==> src/lals_pkg.sv <==
// Contract
// - keep integrator capacitors cleared whenever no line sequence runs.
// - trigger rising edge opens the charge-clear switch, integration begins.
// - reference sample-hold of active bank asserted 38.5 clocks after trigger rises (code asserts it from the rise for 39 clocks, REF_SH_CLKS).
// - trigger falling edge asserts active bank signal sample-hold.
// - after signal sample, close the clear switch and drain capacitors.
// - after trigger falls, run readout presenting reference and signal per pixel.
// - alternate two sample-hold banks on successive lines.
// - external timing mode: follow external sample and line-sync inputs.
// - select one of four feedback capacitances from the loaded mode setting.
// - two-sided arrays: odd pixels right pair, even pixels left pair.
// - readout on 1, 2, 4 or 8 parallel outputs.
// - internal timing: integration starts after reference sample, 38.5 clocks shorter (code: 39 clocks shorter, REF_SH_CLKS).
// - at least 8 overhead clocks per line, line time at least 136 clocks.
// - trigger transitions, line sync and pixels change once per clock.
// - reset held 2 clocks; default mode one clock after release.
`default_nettype none
package lals_pkg;

   localparam int CLK_MHZ          = 50;
   localparam int REF_SH_HALF_CLKS = 77;
   localparam int REF_SH_CLKS      = (REF_SH_HALF_CLKS + 1) / 2;
   localparam int SIG_SH_CLKS      = 2;
   localparam int OVERHEAD_CLKS    = 8;
   localparam int MIN_LINE_CLKS    = 136;
   localparam int PIX_W            = 11;
   localparam int CNT_W            = 6;
   localparam int MAX_LANES        = 8;

   localparam logic [PIX_W-1:0] LEN_256  = 11'h100;
   localparam logic [PIX_W-1:0] LEN_512  = 11'h200;
   localparam logic [PIX_W-1:0] LEN_1024 = 11'h400;

   typedef enum logic [1:0] {LALS_CAP_013P, LALS_CAP_1P, LALS_CAP_10P, LALS_CAP_20P} lals_cap_e;
   typedef enum logic [1:0] {LALS_OUT_1, LALS_OUT_2, LALS_OUT_4, LALS_OUT_8} lals_outs_e;
   typedef enum logic [1:0] {LALS_LEN_256, LALS_LEN_512, LALS_LEN_1024, LALS_LEN_RSVD} lals_len_e;

   typedef struct packed {
      lals_cap_e  cap_sel;
      lals_outs_e out_sel;
      lals_len_e  len_sel;
      logic       two_sided;
      logic       ext_mode;
   } lals_cfg_s;

   typedef struct packed {
      logic ref_sh;
      logic sig_sh;
      logic line_sync;
   } lals_ext_s;

   typedef struct packed {
      logic                 valid;
      logic                 sync;
      logic                 bank;
      logic [PIX_W-1:0]     pixel;
      logic [3:0]           lanes;
      logic [MAX_LANES-1:0] lane_en;
      logic [MAX_LANES-1:0] right_mask;
   } lals_video_s;

   function automatic logic [3:0] lals_lanes(input lals_outs_e sel);
      return 4'h1 << sel;
   endfunction

   function automatic logic [PIX_W-1:0] lals_len(input lals_len_e sel);
      case (sel)
         LALS_LEN_256:  return LEN_256;
         LALS_LEN_512:  return LEN_512;
         default:       return LEN_1024;
      endcase
   endfunction

endpackage
`default_nettype wire

==> src/lals_sequencer.sv <==
`timescale 1ns/1ps
`default_nettype none
module lals_sequencer (
   input  wire logic              i_clk,
   input  wire logic              i_rst,
   input  wire logic              i_line_trigger,
   input  wire logic              i_cfg_load,
   input  wire lals_pkg::lals_cfg_s i_cfg,
   input  wire lals_pkg::lals_ext_s i_ext,
   output logic                   o_mode_ready,
   output logic                   o_integrator_clear,
   output logic                   o_reference_sample_hold,
   output logic                   o_alt_reference_sample_hold,
   output logic                   o_signal_sample_hold,
   output logic                   o_alt_signal_sample_hold,
   output lals_pkg::lals_cap_e    o_cap_sel,
   output lals_pkg::lals_video_s  o_video
);
   import lals_pkg::*;

   typedef enum logic [1:0] {ST_IDLE, ST_REF, ST_INTEG, ST_SIG} lals_state_e;

   ////////////////////////////////////////////////////////////////////////////
   lals_state_e       state_r, state_nxt;
   logic [CNT_W-1:0]  cnt_r, cnt_nxt;
   logic              trig_d_r;
   logic              ext_sync_d_r;
   logic              ready_r;
   lals_cfg_s         cfg_r;
   logic              sample_bank_r;
   logic              read_bank_r;
   logic              rd_busy_r;
   logic [3:0]        ovh_r;
   logic [PIX_W-1:0]  pix_r;
   logic              clear_r, ref_r, sig_r;
   lals_video_s       video_r, video_nxt;

   wire trig_rise  = i_line_trigger & ~trig_d_r;
   wire trig_fall  = ~i_line_trigger & trig_d_r;
   wire line_start = (state_r == ST_IDLE) & trig_rise & ready_r;
   wire ref_done   = (cnt_r == CNT_W'(REF_SH_CLKS - 1));
   wire sig_done   = (cnt_r == CNT_W'(SIG_SH_CLKS - 1));
   wire ext_sync_rise = i_ext.line_sync & ~ext_sync_d_r;
   // sequence flags and start pulse come from the internal machine or the pins
   wire ref_int   = cfg_r.ext_mode ? i_ext.ref_sh : (state_nxt == ST_REF);
   wire sig_int   = cfg_r.ext_mode ? i_ext.sig_sh : (state_nxt == ST_SIG);
   wire start_rd  = cfg_r.ext_mode ? ext_sync_rise : ((state_r == ST_SIG) & sig_done);
   wire bank_nxt  = line_start ? ~sample_bank_r : sample_bank_r;
   wire [3:0]       lanes   = lals_lanes(cfg_r.out_sel);
   wire [PIX_W-1:0] len     = lals_len(cfg_r.len_sel);
   wire [PIX_W:0]   pix_end = {1'b0, pix_r} + {{(PIX_W-3){1'b0}}, lanes};
   wire             last_px = (pix_end >= {1'b0, len});
   wire             emit    = rd_busy_r & (ovh_r == 4'(OVERHEAD_CLKS - 1));

   ////////////////////////////////////////////////////////////////////////////
   always_comb begin
      state_nxt = state_r;
      case (state_r)
         ST_IDLE:  if (line_start) state_nxt = ST_REF;
         ST_REF: begin
            if (trig_fall) state_nxt = ST_SIG;
            else if (ref_done && !cfg_r.ext_mode) state_nxt = ST_INTEG;
         end
         ST_INTEG: if (trig_fall) state_nxt = ST_SIG;
         ST_SIG:   if (sig_done) state_nxt = ST_IDLE;
         default:  state_nxt = ST_IDLE;
      endcase
   end

   assign cnt_nxt = (state_nxt != state_r) ? '0 : (&cnt_r ? cnt_r : cnt_r + 1'b1);

   // lane k carries pixel pix_r+k; numbers count from one, so even index is odd pixel
   always_comb begin
      video_nxt            = '0;
      video_nxt.sync       = start_rd;
      video_nxt.bank       = start_rd ? sample_bank_r : read_bank_r;
      video_nxt.lanes      = lanes;
      video_nxt.valid      = emit;
      video_nxt.pixel      = emit ? pix_r : '0;
      for (int k = 0; k < MAX_LANES; k++) begin
         video_nxt.lane_en[k]    = emit & (4'(k) < lanes);
         video_nxt.right_mask[k] = emit & (4'(k) < lanes) & (~cfg_r.two_sided | ~(pix_r[0] ^ k[0]));
      end
   end

   ////////////////////////////////////////////////////////////////////////////
   // default mode needs one clock after release
   always_ff @(posedge i_clk or posedge i_rst) begin
      if (i_rst) ready_r <= 1'b0;
      else ready_r <= 1'b1;
   end

   // config only changes between lines so a running sequence is not torn
   always_ff @(posedge i_clk or posedge i_rst) begin
      if (i_rst) cfg_r <= '0;
      else if (i_cfg_load && state_r == ST_IDLE && !rd_busy_r) cfg_r <= i_cfg;
   end

   always_ff @(posedge i_clk or posedge i_rst) begin
      if (i_rst) begin
         state_r       <= ST_IDLE;
         cnt_r         <= '0;
         trig_d_r      <= 1'b0;
         ext_sync_d_r  <= 1'b0;
         sample_bank_r <= 1'b0;
      end else begin
         state_r       <= state_nxt;
         cnt_r         <= cnt_nxt;
         trig_d_r      <= i_line_trigger;
         ext_sync_d_r  <= i_ext.line_sync;
         sample_bank_r <= bank_nxt;
      end
   end

   // pin-facing controls come from flops, the four sample-holds as ref_r/sig_r gated by sample_bank_r, one change per clock at most
   always_ff @(posedge i_clk or posedge i_rst) begin
      if (i_rst) begin
         clear_r <= 1'b1;
         ref_r   <= 1'b0;
         sig_r   <= 1'b0;
         video_r <= '0;
      end else begin
         clear_r <= (state_nxt == ST_IDLE);
         ref_r   <= ref_int;
         sig_r   <= sig_int;
         video_r <= video_nxt;
      end
   end

   // a new start restarts readout; the line time keeps that from cutting a line short
   always_ff @(posedge i_clk or posedge i_rst) begin
      if (i_rst) begin
         rd_busy_r   <= 1'b0;
         read_bank_r <= 1'b0;
         ovh_r       <= '0;
         pix_r       <= '0;
      end else if (start_rd) begin
         rd_busy_r   <= 1'b1;
         read_bank_r <= sample_bank_r;
         ovh_r       <= '0;
         pix_r       <= '0;
      end else if (rd_busy_r) begin
         if (!emit) ovh_r <= ovh_r + 1'b1;
         else begin
            pix_r <= pix_end[PIX_W-1:0];
            if (last_px) rd_busy_r <= 1'b0;
         end
      end
   end

   assign o_mode_ready                = ready_r;
   assign o_integrator_clear          = clear_r;
   assign o_reference_sample_hold     = ref_r & ~sample_bank_r;
   assign o_alt_reference_sample_hold = ref_r & sample_bank_r;
   assign o_signal_sample_hold        = sig_r & ~sample_bank_r;
   assign o_alt_signal_sample_hold    = sig_r & sample_bank_r;
   assign o_cap_sel                   = cfg_r.cap_sel;
   assign o_video                     = video_r;

   ////////////////////////////////////////////////////////////////////////////
   logic [CNT_W-1:0] ref_len_r;
   always_ff @(posedge i_clk or posedge i_rst) begin
      if (i_rst) ref_len_r <= '0;
      else ref_len_r <= ref_r ? ref_len_r + 1'b1 : '0;
   end

   property p_clear_idle;
      @(posedge i_clk) disable iff (i_rst) (state_r == ST_IDLE) |-> o_integrator_clear;
   endproperty
   a_clear_idle: assert property (p_clear_idle) else $error("integrator not cleared while idle");

   property p_open_on_rise;
      @(posedge i_clk) disable iff (i_rst) line_start |=> !o_integrator_clear;
   endproperty
   a_open_on_rise: assert property (p_open_on_rise) else $error("clear switch not opened on trigger rise");

   property p_ref_width;
      @(posedge i_clk) disable iff (i_rst) $fell(ref_r) && state_r == ST_INTEG |-> ref_len_r == CNT_W'(REF_SH_CLKS);
   endproperty
   a_ref_width: assert property (p_ref_width) else $error("reference sample width wrong");

   property p_sig_on_fall;
      @(posedge i_clk) disable iff (i_rst)
         trig_fall && !cfg_r.ext_mode && (state_r == ST_REF || state_r == ST_INTEG) |=> sig_r [*2] ##1 !sig_r;
   endproperty
   a_sig_on_fall: assert property (p_sig_on_fall) else $error("signal sample not taken on trigger fall");

   property p_clear_after_sig;
      @(posedge i_clk) disable iff (i_rst) $fell(sig_r) && !cfg_r.ext_mode |-> o_integrator_clear;
   endproperty
   a_clear_after_sig: assert property (p_clear_after_sig) else $error("clear not closed after signal sample");

   property p_sync_then_video;
      @(posedge i_clk) disable iff (i_rst)
         o_video.sync ##1 !o_video.sync [*8] |-> o_video.valid && o_video.pixel == '0;
   endproperty
   a_sync_then_video: assert property (p_sync_then_video) else $error("first pixel not after overhead");

   property p_bank_alt;
      @(posedge i_clk) disable iff (i_rst) line_start |=> sample_bank_r != $past(sample_bank_r);
   endproperty
   a_bank_alt: assert property (p_bank_alt) else $error("bank did not alternate");

   property p_right_odd;
      @(posedge i_clk) disable iff (i_rst)
         o_video.valid && cfg_r.two_sided |-> o_video.right_mask[0] == ~o_video.pixel[0];
   endproperty
   a_right_odd: assert property (p_right_odd) else $error("odd pixel not on right side");

   property p_lanes;
      @(posedge i_clk) disable iff (i_rst)
         o_video.valid |-> o_video.lane_en == 8'((9'h001 << o_video.lanes) - 9'h001);
   endproperty
   a_lanes: assert property (p_lanes) else $error("lane enables disagree with lane count");

   property p_stop;
      @(posedge i_clk) disable iff (i_rst) emit && last_px && !start_rd |=> !rd_busy_r ##1 !o_video.valid;
   endproperty
   a_stop: assert property (p_stop) else $error("readout did not stop at last pixel");

   property p_ready;
      @(posedge i_clk) disable iff (i_rst) !ready_r |=> ready_r;
   endproperty
   a_ready: assert property (p_ready) else $error("default mode not entered one clock after reset");

   c_line_internal: cover property (@(posedge i_clk) disable iff (i_rst) state_r == ST_INTEG ##[1:1000] state_r == ST_SIG);
   c_line_ext:      cover property (@(posedge i_clk) disable iff (i_rst) cfg_r.ext_mode && start_rd);
   c_eight_lanes:   cover property (@(posedge i_clk) disable iff (i_rst) o_video.valid && o_video.lanes == 4'h8);
   c_read_end:      cover property (@(posedge i_clk) disable iff (i_rst) emit && last_px);

endmodule
`default_nettype wire

==> config.mk <==
export PLATFORM = sky130hd
export DESIGN_NAME = lals_sequencer
export DESIGN_NICKNAME = d
export VERILOG_FILES = /design/src/lals_pkg.sv /design/src/lals_sequencer.sv
export SDC_FILE = /design/constraint.sdc
export NUM_CORES = 1
export LEC_CHECK = 0
export BUFFER_PORTS_ARGS = -buffer_cell sky130_fd_sc_hd__buf_2
export CAP_MARGIN = 20
export CORE_MARGIN = 4
export CORE_UTILIZATION = 34
export CTS_BUF_LIST = sky130_fd_sc_hd__clkbuf_2
export DETAILED_ROUTE_END_ITERATION = 8
export PLACE_DENSITY_LB_ADDON = 0.1
export SYNTH_ARGS = -nofsm -noshare
export SYNTH_HDL_FRONTEND = slang
export SYNTH_SLANG_ARGS = --single-unit
==> constraint.sdc <==
create_clock -name i_clk -period 5.3 [get_ports i_clk]
set_input_delay 0.265 -clock i_clk [delete_from_list [all_inputs] [get_ports i_clk]]
set_output_delay 0.265 -clock i_clk [all_outputs]
set_load 0.005 [all_outputs]
==> results of run 1 <==
layer usage:
metal,up-vias,wire length [um],GRT usage [%]
met5,-,0,0
met4,0,57,3.70
met3,5,355,4.66
met2,60,2950,20.0
met1,1086,3140,17.0
li1,1116,-,-
worst min-delay path, stage by stage:
cell and delay, ps:
buf_2 70, and2_1 110, a31o_1 110
worst max path at each step:
stage                  start   endpoint  cells past startpoint
floorplan           cfg_r[5]  rd_busy_r                     13
global placement    cfg_r[5]  rd_busy_r                     13
detailed placement  cfg_r[5]  rd_busy_r                     13
CTS                 cfg_r[5]  rd_busy_r                     13
global route        cfg_r[5]  rd_busy_r                     13
finish              cfg_r[5]  rd_busy_r                     13
flip-flops by register name, indices dropped and copies added, names as in the netlist:
| register | cells |
|---|---|
| rd_busy_r | 1 |
| sample_bank_r | 1 |
| ref_r | 1 |
| state_r | 2 |
| trig_d_r | 1 |
| ovh_r | 4 |
| o_mode_ready | 1 |
| cfg_r | 6 |
| pix_r | 11 |
| o_cap_sel | 2 |
| sig_r | 1 |
| ext_sync_d_r | 1 |
| o_integrator_clear | 1 |
| o_video | 31 |
| cnt_r | 6 |
kinds of logic after synthesis:
kind of cell | after synthesis
compound gates | 46
simple gates | 109
buf+inv | 28
flops | 70
fa+ha+maj | 12
xor+xnor | 15
other cells | 1
mux | 7
synth_stat cells (all sizes together) (3+ instances only):
cell type / instances / area (sq um)
a21oi: 16 / 80.1
nor2: 19 / 71.3
xnor2: 7 / 61.3
dfrtp: 69 / 1730
o21ai: 6 / 30.0
a211oi: 3 / 22.5
inv: 13 / 48.8
ha: 11 / 138
nor2b: 10 / 62.6
and3: 4 / 26.3
buf: 13 / 82.6
and2: 20 / 125
nand3: 10 / 50.1
xor2: 8 / 70.1
nor3: 7 / 35.0
nand2: 22 / 82.6
nor4: 4 / 25.0
nand4b: 3 / 26.3
mux2: 7 / 78.8
final cells by class:
cell class	count	area (sq um)	area share, %
flip-flops and latches	70	1750	46.5
inverters	13	48.8	1.30
clock buffers	9	45.0	1.20
multi-input cells	190	1270	33.6
clock inverters	7	103	2.72
well taps	108	135	3.59
repair buffers	70	415	11.0
power by group:
group | switching [uW] | leakage, uW | internal [uW]
sequential | 122 | 0.000917 | 665
clock | 210 | 0.0000839 | 163
combinational | 291 | 0.000897 | 241
cell usage in the layout, fill, tap and decap left out, types with 8 or more instances in the layout:
| master | n |
|---|---|
| dfrtp_1 | 69 |
| buf_2 | 56 |
| nand2_1 | 22 |
| and2_1 | 20 |
| nor2_1 | 19 |
| a21oi_1 | 16 |
| dlygate4sd3_1 | 12 |
| inv_1 | 11 |
| ha_1 | 11 |
| nand3_1 | 10 |
| nor2b_1 | 10 |
| clkbuf_2 | 9 |
| xor2_1 | 8 |
through the flow:
stage          power, uW  util, %
3_3_place_gp        1330     39.3
3_5_place_dp        1330     39.3
6_report            1690     42.4
2_1_floorplan       1170        -
5_1_grt             1830     42.4
4_1_cts             1720     42.4
timing repair:
item                      4_1_cts  5_1_grt
hold endpoints to repair       80        0
resized for setup               0        0
hold buffers                   12        0
==> reports/metrics.cfg, run 1 <==
[outcome]
status=complete, no violations

[routing]
wl_um=6510
drcViolationCount=0
drtAntennaViolNets=0
avgRoutedWirePerCell_um=13.9
via_count=2267
first_iter_violations=91
drt_pass1_iterations=4
viasPerCell=4.85

[setup_path]
worstReg2RegEnd=rd_busy_r
worst-endpoint-required_ps=5720
max_stage_delay_ps=500
r2r-start=cfg_r[5]
crit_buf_inv=0
critPathMaxFanout=10
path_class=reg -> reg
end_kind=flip-flop
worst_path_max_delay_cell=dfrtp_1
arrival_ps=3430
critPathLaunchType=flip-flop
path_cells=nor2_1 > ha_1 > fa_1 > nand3_1 > a21oi_1 > nand2_1 > xor2_1 > ha_1 > nand2_1 > nor3_1 > nand3_1 > nor4_1 > a21oi_1
rr_worst_depth=13
rrSetupSlack_ps=2290
path_delay_family=simple AND/OR/NAND/NOR gates

[final_layout]
final_cells=467
fin_nets=381
n_antenna_cell=0
fin_area_sq_um=3770
layout-drive-gt1-share_pct=24.2
fillers=861
areaGrowthSynthToFinish_pct=19.2

[cts]
clk_latency_ps=510
cts_root_buffer=clkbuf_2
cts-root-to-sink-buffers=2
cts_max_level=3
cts_buffers=9
cts_tree=done
cts.sink_count=70
clkTransAtPathRegs_ps=210
post-cts-setup-buffers=0

[power]
irDropWorstVdd_uv=189
p_per_area_nw_per_um2=449
leakage_uw=0.00190

[timing]
max_freq_mhz=333
relSlewSlack_pct=42.2
post-route-period-util_pct=56.7
report.final.slew_viol_count=0
setup_viol=0
hold_viol_final=0
worst_pin_slew_ps=868
grt_setup_unrepaired=no
min_period_ps=3010
holdWs_ps=72.8
setup_tns_ps=0
finalClockSkew_ps=22.2
fin_ws_ps=2290

[floorplan]
dieHeight_um=104
coreArea_sq_um=8890
die_w_um=104
initial_core_util_pct=35.5
ioPinCount=57
fp.dieArea_sq_um=10900
row_count=34

[yosys]
syn_inst=288
yosysWarnings=0
synth_ff_type=dfrtp_1
synth_xor_area_share_pct=4.16
ys_ff_latch=70
async_flop_share_pct=100
synth_fa_ha_area_share_pct=4.99
yosys-mux-area-fraction_pct=2.50
synth_top_family_by_area=simple AND/OR/NAND/NOR gates
yosys.cell_types.count=51
synth_seq_area_share_pct=55.5
synth_edf_count=0
syn_nets=315
synthesis.area_sq_um=3160
synth-compound-area-share_pct=9.54
avgSynthCellArea_sq_um=11.0
yosys.area_share.simple_pct=18.8

[placed_design]
dp_cells=439
hpwl_um=4430
gp_congestion=0.810
dp_slack_ps=2330
post_dp_cell_area_sq_um=3500
portBuffers=56

[global_routing]
grt_max_degree=71
grt_pass1_wl_um=11400
grt-ovfl-total=0
antenna_found_initial=0
first_global_vias=2296
grtUsageTotal_pct=12.9

[worst_hold_path]
holdPathStages=3
min_from=i_ext[1]
holdPathEnd=sig_r
hold_path.class=in -> reg

[flow_run]
drv_cap=0

No activity file was read; power rests on OpenSTA's default activity.
==> run 2: changes to the inputs <==
==> constraint.sdc (replaced) <==
create_clock -name i_clk -period 2.9 [get_ports i_clk]
set_input_delay 0.145 -clock i_clk [delete_from_list [all_inputs] [get_ports i_clk]]
set_output_delay 0.145 -clock i_clk [all_outputs]
set_load 0.005 [all_outputs]
==> run 2 against run 1 <==
Effect of this change: maximum frequency is 14% higher; core utilization rose by 0.76 points; power grew 88%; setup slack got worse by 2000 ps; first-iteration DRC count is 43% lower; worst hold slack better by 25 ps; non-clock buffer count grew 6; die area unchanged; critical path type unchanged; largest cell class unchanged.
==> reports/metrics.cfg, run 2 (synthesis results as in run 1) <==
[setup_path]
path_class=reg -> reg
end_kind=flip-flop
critPathMaxFanout=10  ; unchanged
r2r-start=cfg_r[5]
max_stage_delay_ps=510  ; about the same
crit_start=cfg_r[5]
rrSetupSlack_ps=270  ; -2020 ps
critPathLaunchType=flip-flop
path_cells=nor2b_1 > ha_1 > o21a_1 > a21oi_1 > nor3_1 > xor2_1 > ha_1 > nor2b_1 > o21ai_0 > a41oi_1 > a21oi_1
worst_path_max_delay_cell=dfrtp_2
worstReg2RegEnd=rd_busy_r
arrival_ps=3090  ; -340 ps
rr_worst_depth=11  ; -2
worst-endpoint-required_ps=3360  ; -2360 ps

[floorplan]
initial_core_util_pct=35.5  ; unchanged
die_w_um=104  ; unchanged
coreArea_sq_um=8890  ; unchanged
dieHeight_um=104  ; unchanged
ioPinCount=57  ; unchanged
row_count=34  ; unchanged
fp.dieArea_sq_um=10900  ; unchanged

[global_routing]
first_global_vias=2379  ; +3.6%
grt_use_met1_pct=16.8  ; -0.22 points
grt_max_degree=31  ; -56%
grtUsageMet3_pct=4.78  ; +0.12 points
grt_pass1_wl_um=12000  ; +4.8%
grt-ovfl-total=0  ; unchanged
top_usage_layer=met2
antenna_found_initial=0  ; unchanged
grt.met2_usage_pct=22.8  ; +2.8 points
grtUsageTotal_pct=13.7  ; +0.78 points

[final_layout]
most-common-layout-cells=dfrtp_1, buf_2, nand2_1
fin_area_sq_um=3830  ; +1.8%
utilization_pct=43.1  ; +0.76 points
layout_commonest_cell=dfrtp_1
fillers=854  ; -0.81%
areaGrowthSynthToFinish_pct=21.3
multiInputGateArea_sq_um=1270  ; unchanged
final_cells=473  ; +1.3%
fin_nets=387  ; +1.6%
layout-drive-gt1-share_pct=25.5  ; +1.2 points
largest_register_ffs=31  ; unchanged
seq_area_sq_um=1750  ; about the same
n_antenna_cell=0  ; unchanged

[routing]
drcViolationCount=0  ; unchanged
avgRoutedWirePerCell_um=14.3  ; +2.7%
wl_um=6780  ; +4.1%
drtAntennaViolNets=0  ; unchanged
drt_pass1_iterations=4  ; unchanged
first_iter_violations=52  ; -43%
via_count=2302  ; +1.5%
viasPerCell=4.87  ; +0.26%

[power]
leakage_uw=0.00194  ; +2.2%
irDropWorstVdd_uv=524  ; +180%
p_per_area_nw_per_um2=829  ; +84%
power_uw=3180  ; +88%

[placed_design]
dp_cells=444  ; +1.1%
post_dp_cell_area_sq_um=3540  ; +1.1%
hpwl_um=4810  ; +8.7%
gp_congestion=0.803  ; -0.84%
portBuffers=56  ; unchanged

[timing]
report.final.slew_viol_count=0  ; unchanged
setup_tns_ps=0  ; unchanged
worst_pin_slew_ps=714  ; -153 ps
post-route-period-util_pct=90.8  ; +34 points
setup_viol=0  ; unchanged
min_period_ps=2630  ; -375 ps
finalClockSkew_ps=24.7  ; +2.44 ps
hold_viol_final=0  ; unchanged
max_freq_mhz=380  ; +14%
relSlewSlack_pct=52.2  ; +10 points
grt_setup_unrepaired=no

[cts]
cts.sink_count=70  ; unchanged
cts_buffers=9  ; unchanged
cts_root_buffer=clkbuf_2
clkTransAtPathRegs_ps=220  ; about the same
cts_max_level=3  ; unchanged
post-cts-setup-buffers=0  ; unchanged
clk_latency_ps=510  ; about the same
cts_tree=done
cts-root-to-sink-buffers=2  ; unchanged

[flow_run]
drv_cap=0  ; unchanged

[worst_hold_path]
hold_path.class=in -> reg
min_from=i_cfg_load
holdPathStages=4  ; +1
holdPathEnd=cfg_r[0]

[outcome]
status=complete, no violations

## run 2: cell types whose count changed in the layout (fill, tap and decap cells not counted), sizes merged
cell / before / now
bufinv: 2 / 3
clkinvlp: 1 / 0
dlygate4sd3: 12 / 13
buf: 58 / 63
clkinv: 0 / 3
inv: 17 / 14
## run 2: final cells by class
type / instances / share of cell area (%)
well taps: 108 / 3.52
repair buffers: 76 / 12.1
clock buffers: 9 / 1.17
multi-input cells: 190 / 33.0
clock inverters: 7 / 3.17
inverters: 13 / 1.27
flip-flops and latches: 70 / 45.8
## run 2: how the worst max path moves through the flow
stage                     end  slack, ps  cells past startpoint
floorplan           rd_busy_r        340                     13
finish              rd_busy_r        270                     11
detailed placement  rd_busy_r        220                     11
global route        rd_busy_r         20                     11
CTS                 rd_busy_r        180                     11
global placement    rd_busy_r        320                     11
## run 2: power breakdown
part           internal [uW]  total [uW]  leakage, uW  switching (uW)
combinational            465         996     0.000927             531
clock                    376         740    0.0000965             363
sequential              1220        1440     0.000916             226
total                   2060        3180      0.00194            1120
## run 2: routing by layer
layer	wire length, um	vias to the layer above	share of wire [%]
li1	-	1129	-
met1	2970	1121	44
met2	3410	46	50
met3	317	6	4.7
met4	75	0	1.1
met5	0	-	0
## run 2: repair_timing
action	in CTS	in global routing
resized for setup	0	1
hold buffers	13	0
setup endpoints to repair	0	1
hold endpoints to repair	40	0
## run 2: worst max-delay path: cells and delay by family, from the launching register on
| family | cells | cell delay (ps) |
|---|---|---|
| fa+ha+maj | 2 | 650 |
| simple gates | 3 | 390 |
| flops | 1 | 510 |
| xor+xnor | 1 | 150 |
| compound gates | 5 | 890 |
## run 2: through the flow
stage / worst slack (ps) / hold WS, ps
final: 268 / 97.4
after global placement: 322 / 264
after global routing: 22.3 / 39.0
after CTS: 183 / 33.2
after floorplan: 343 / 176
after detailed placement: 218 / 265
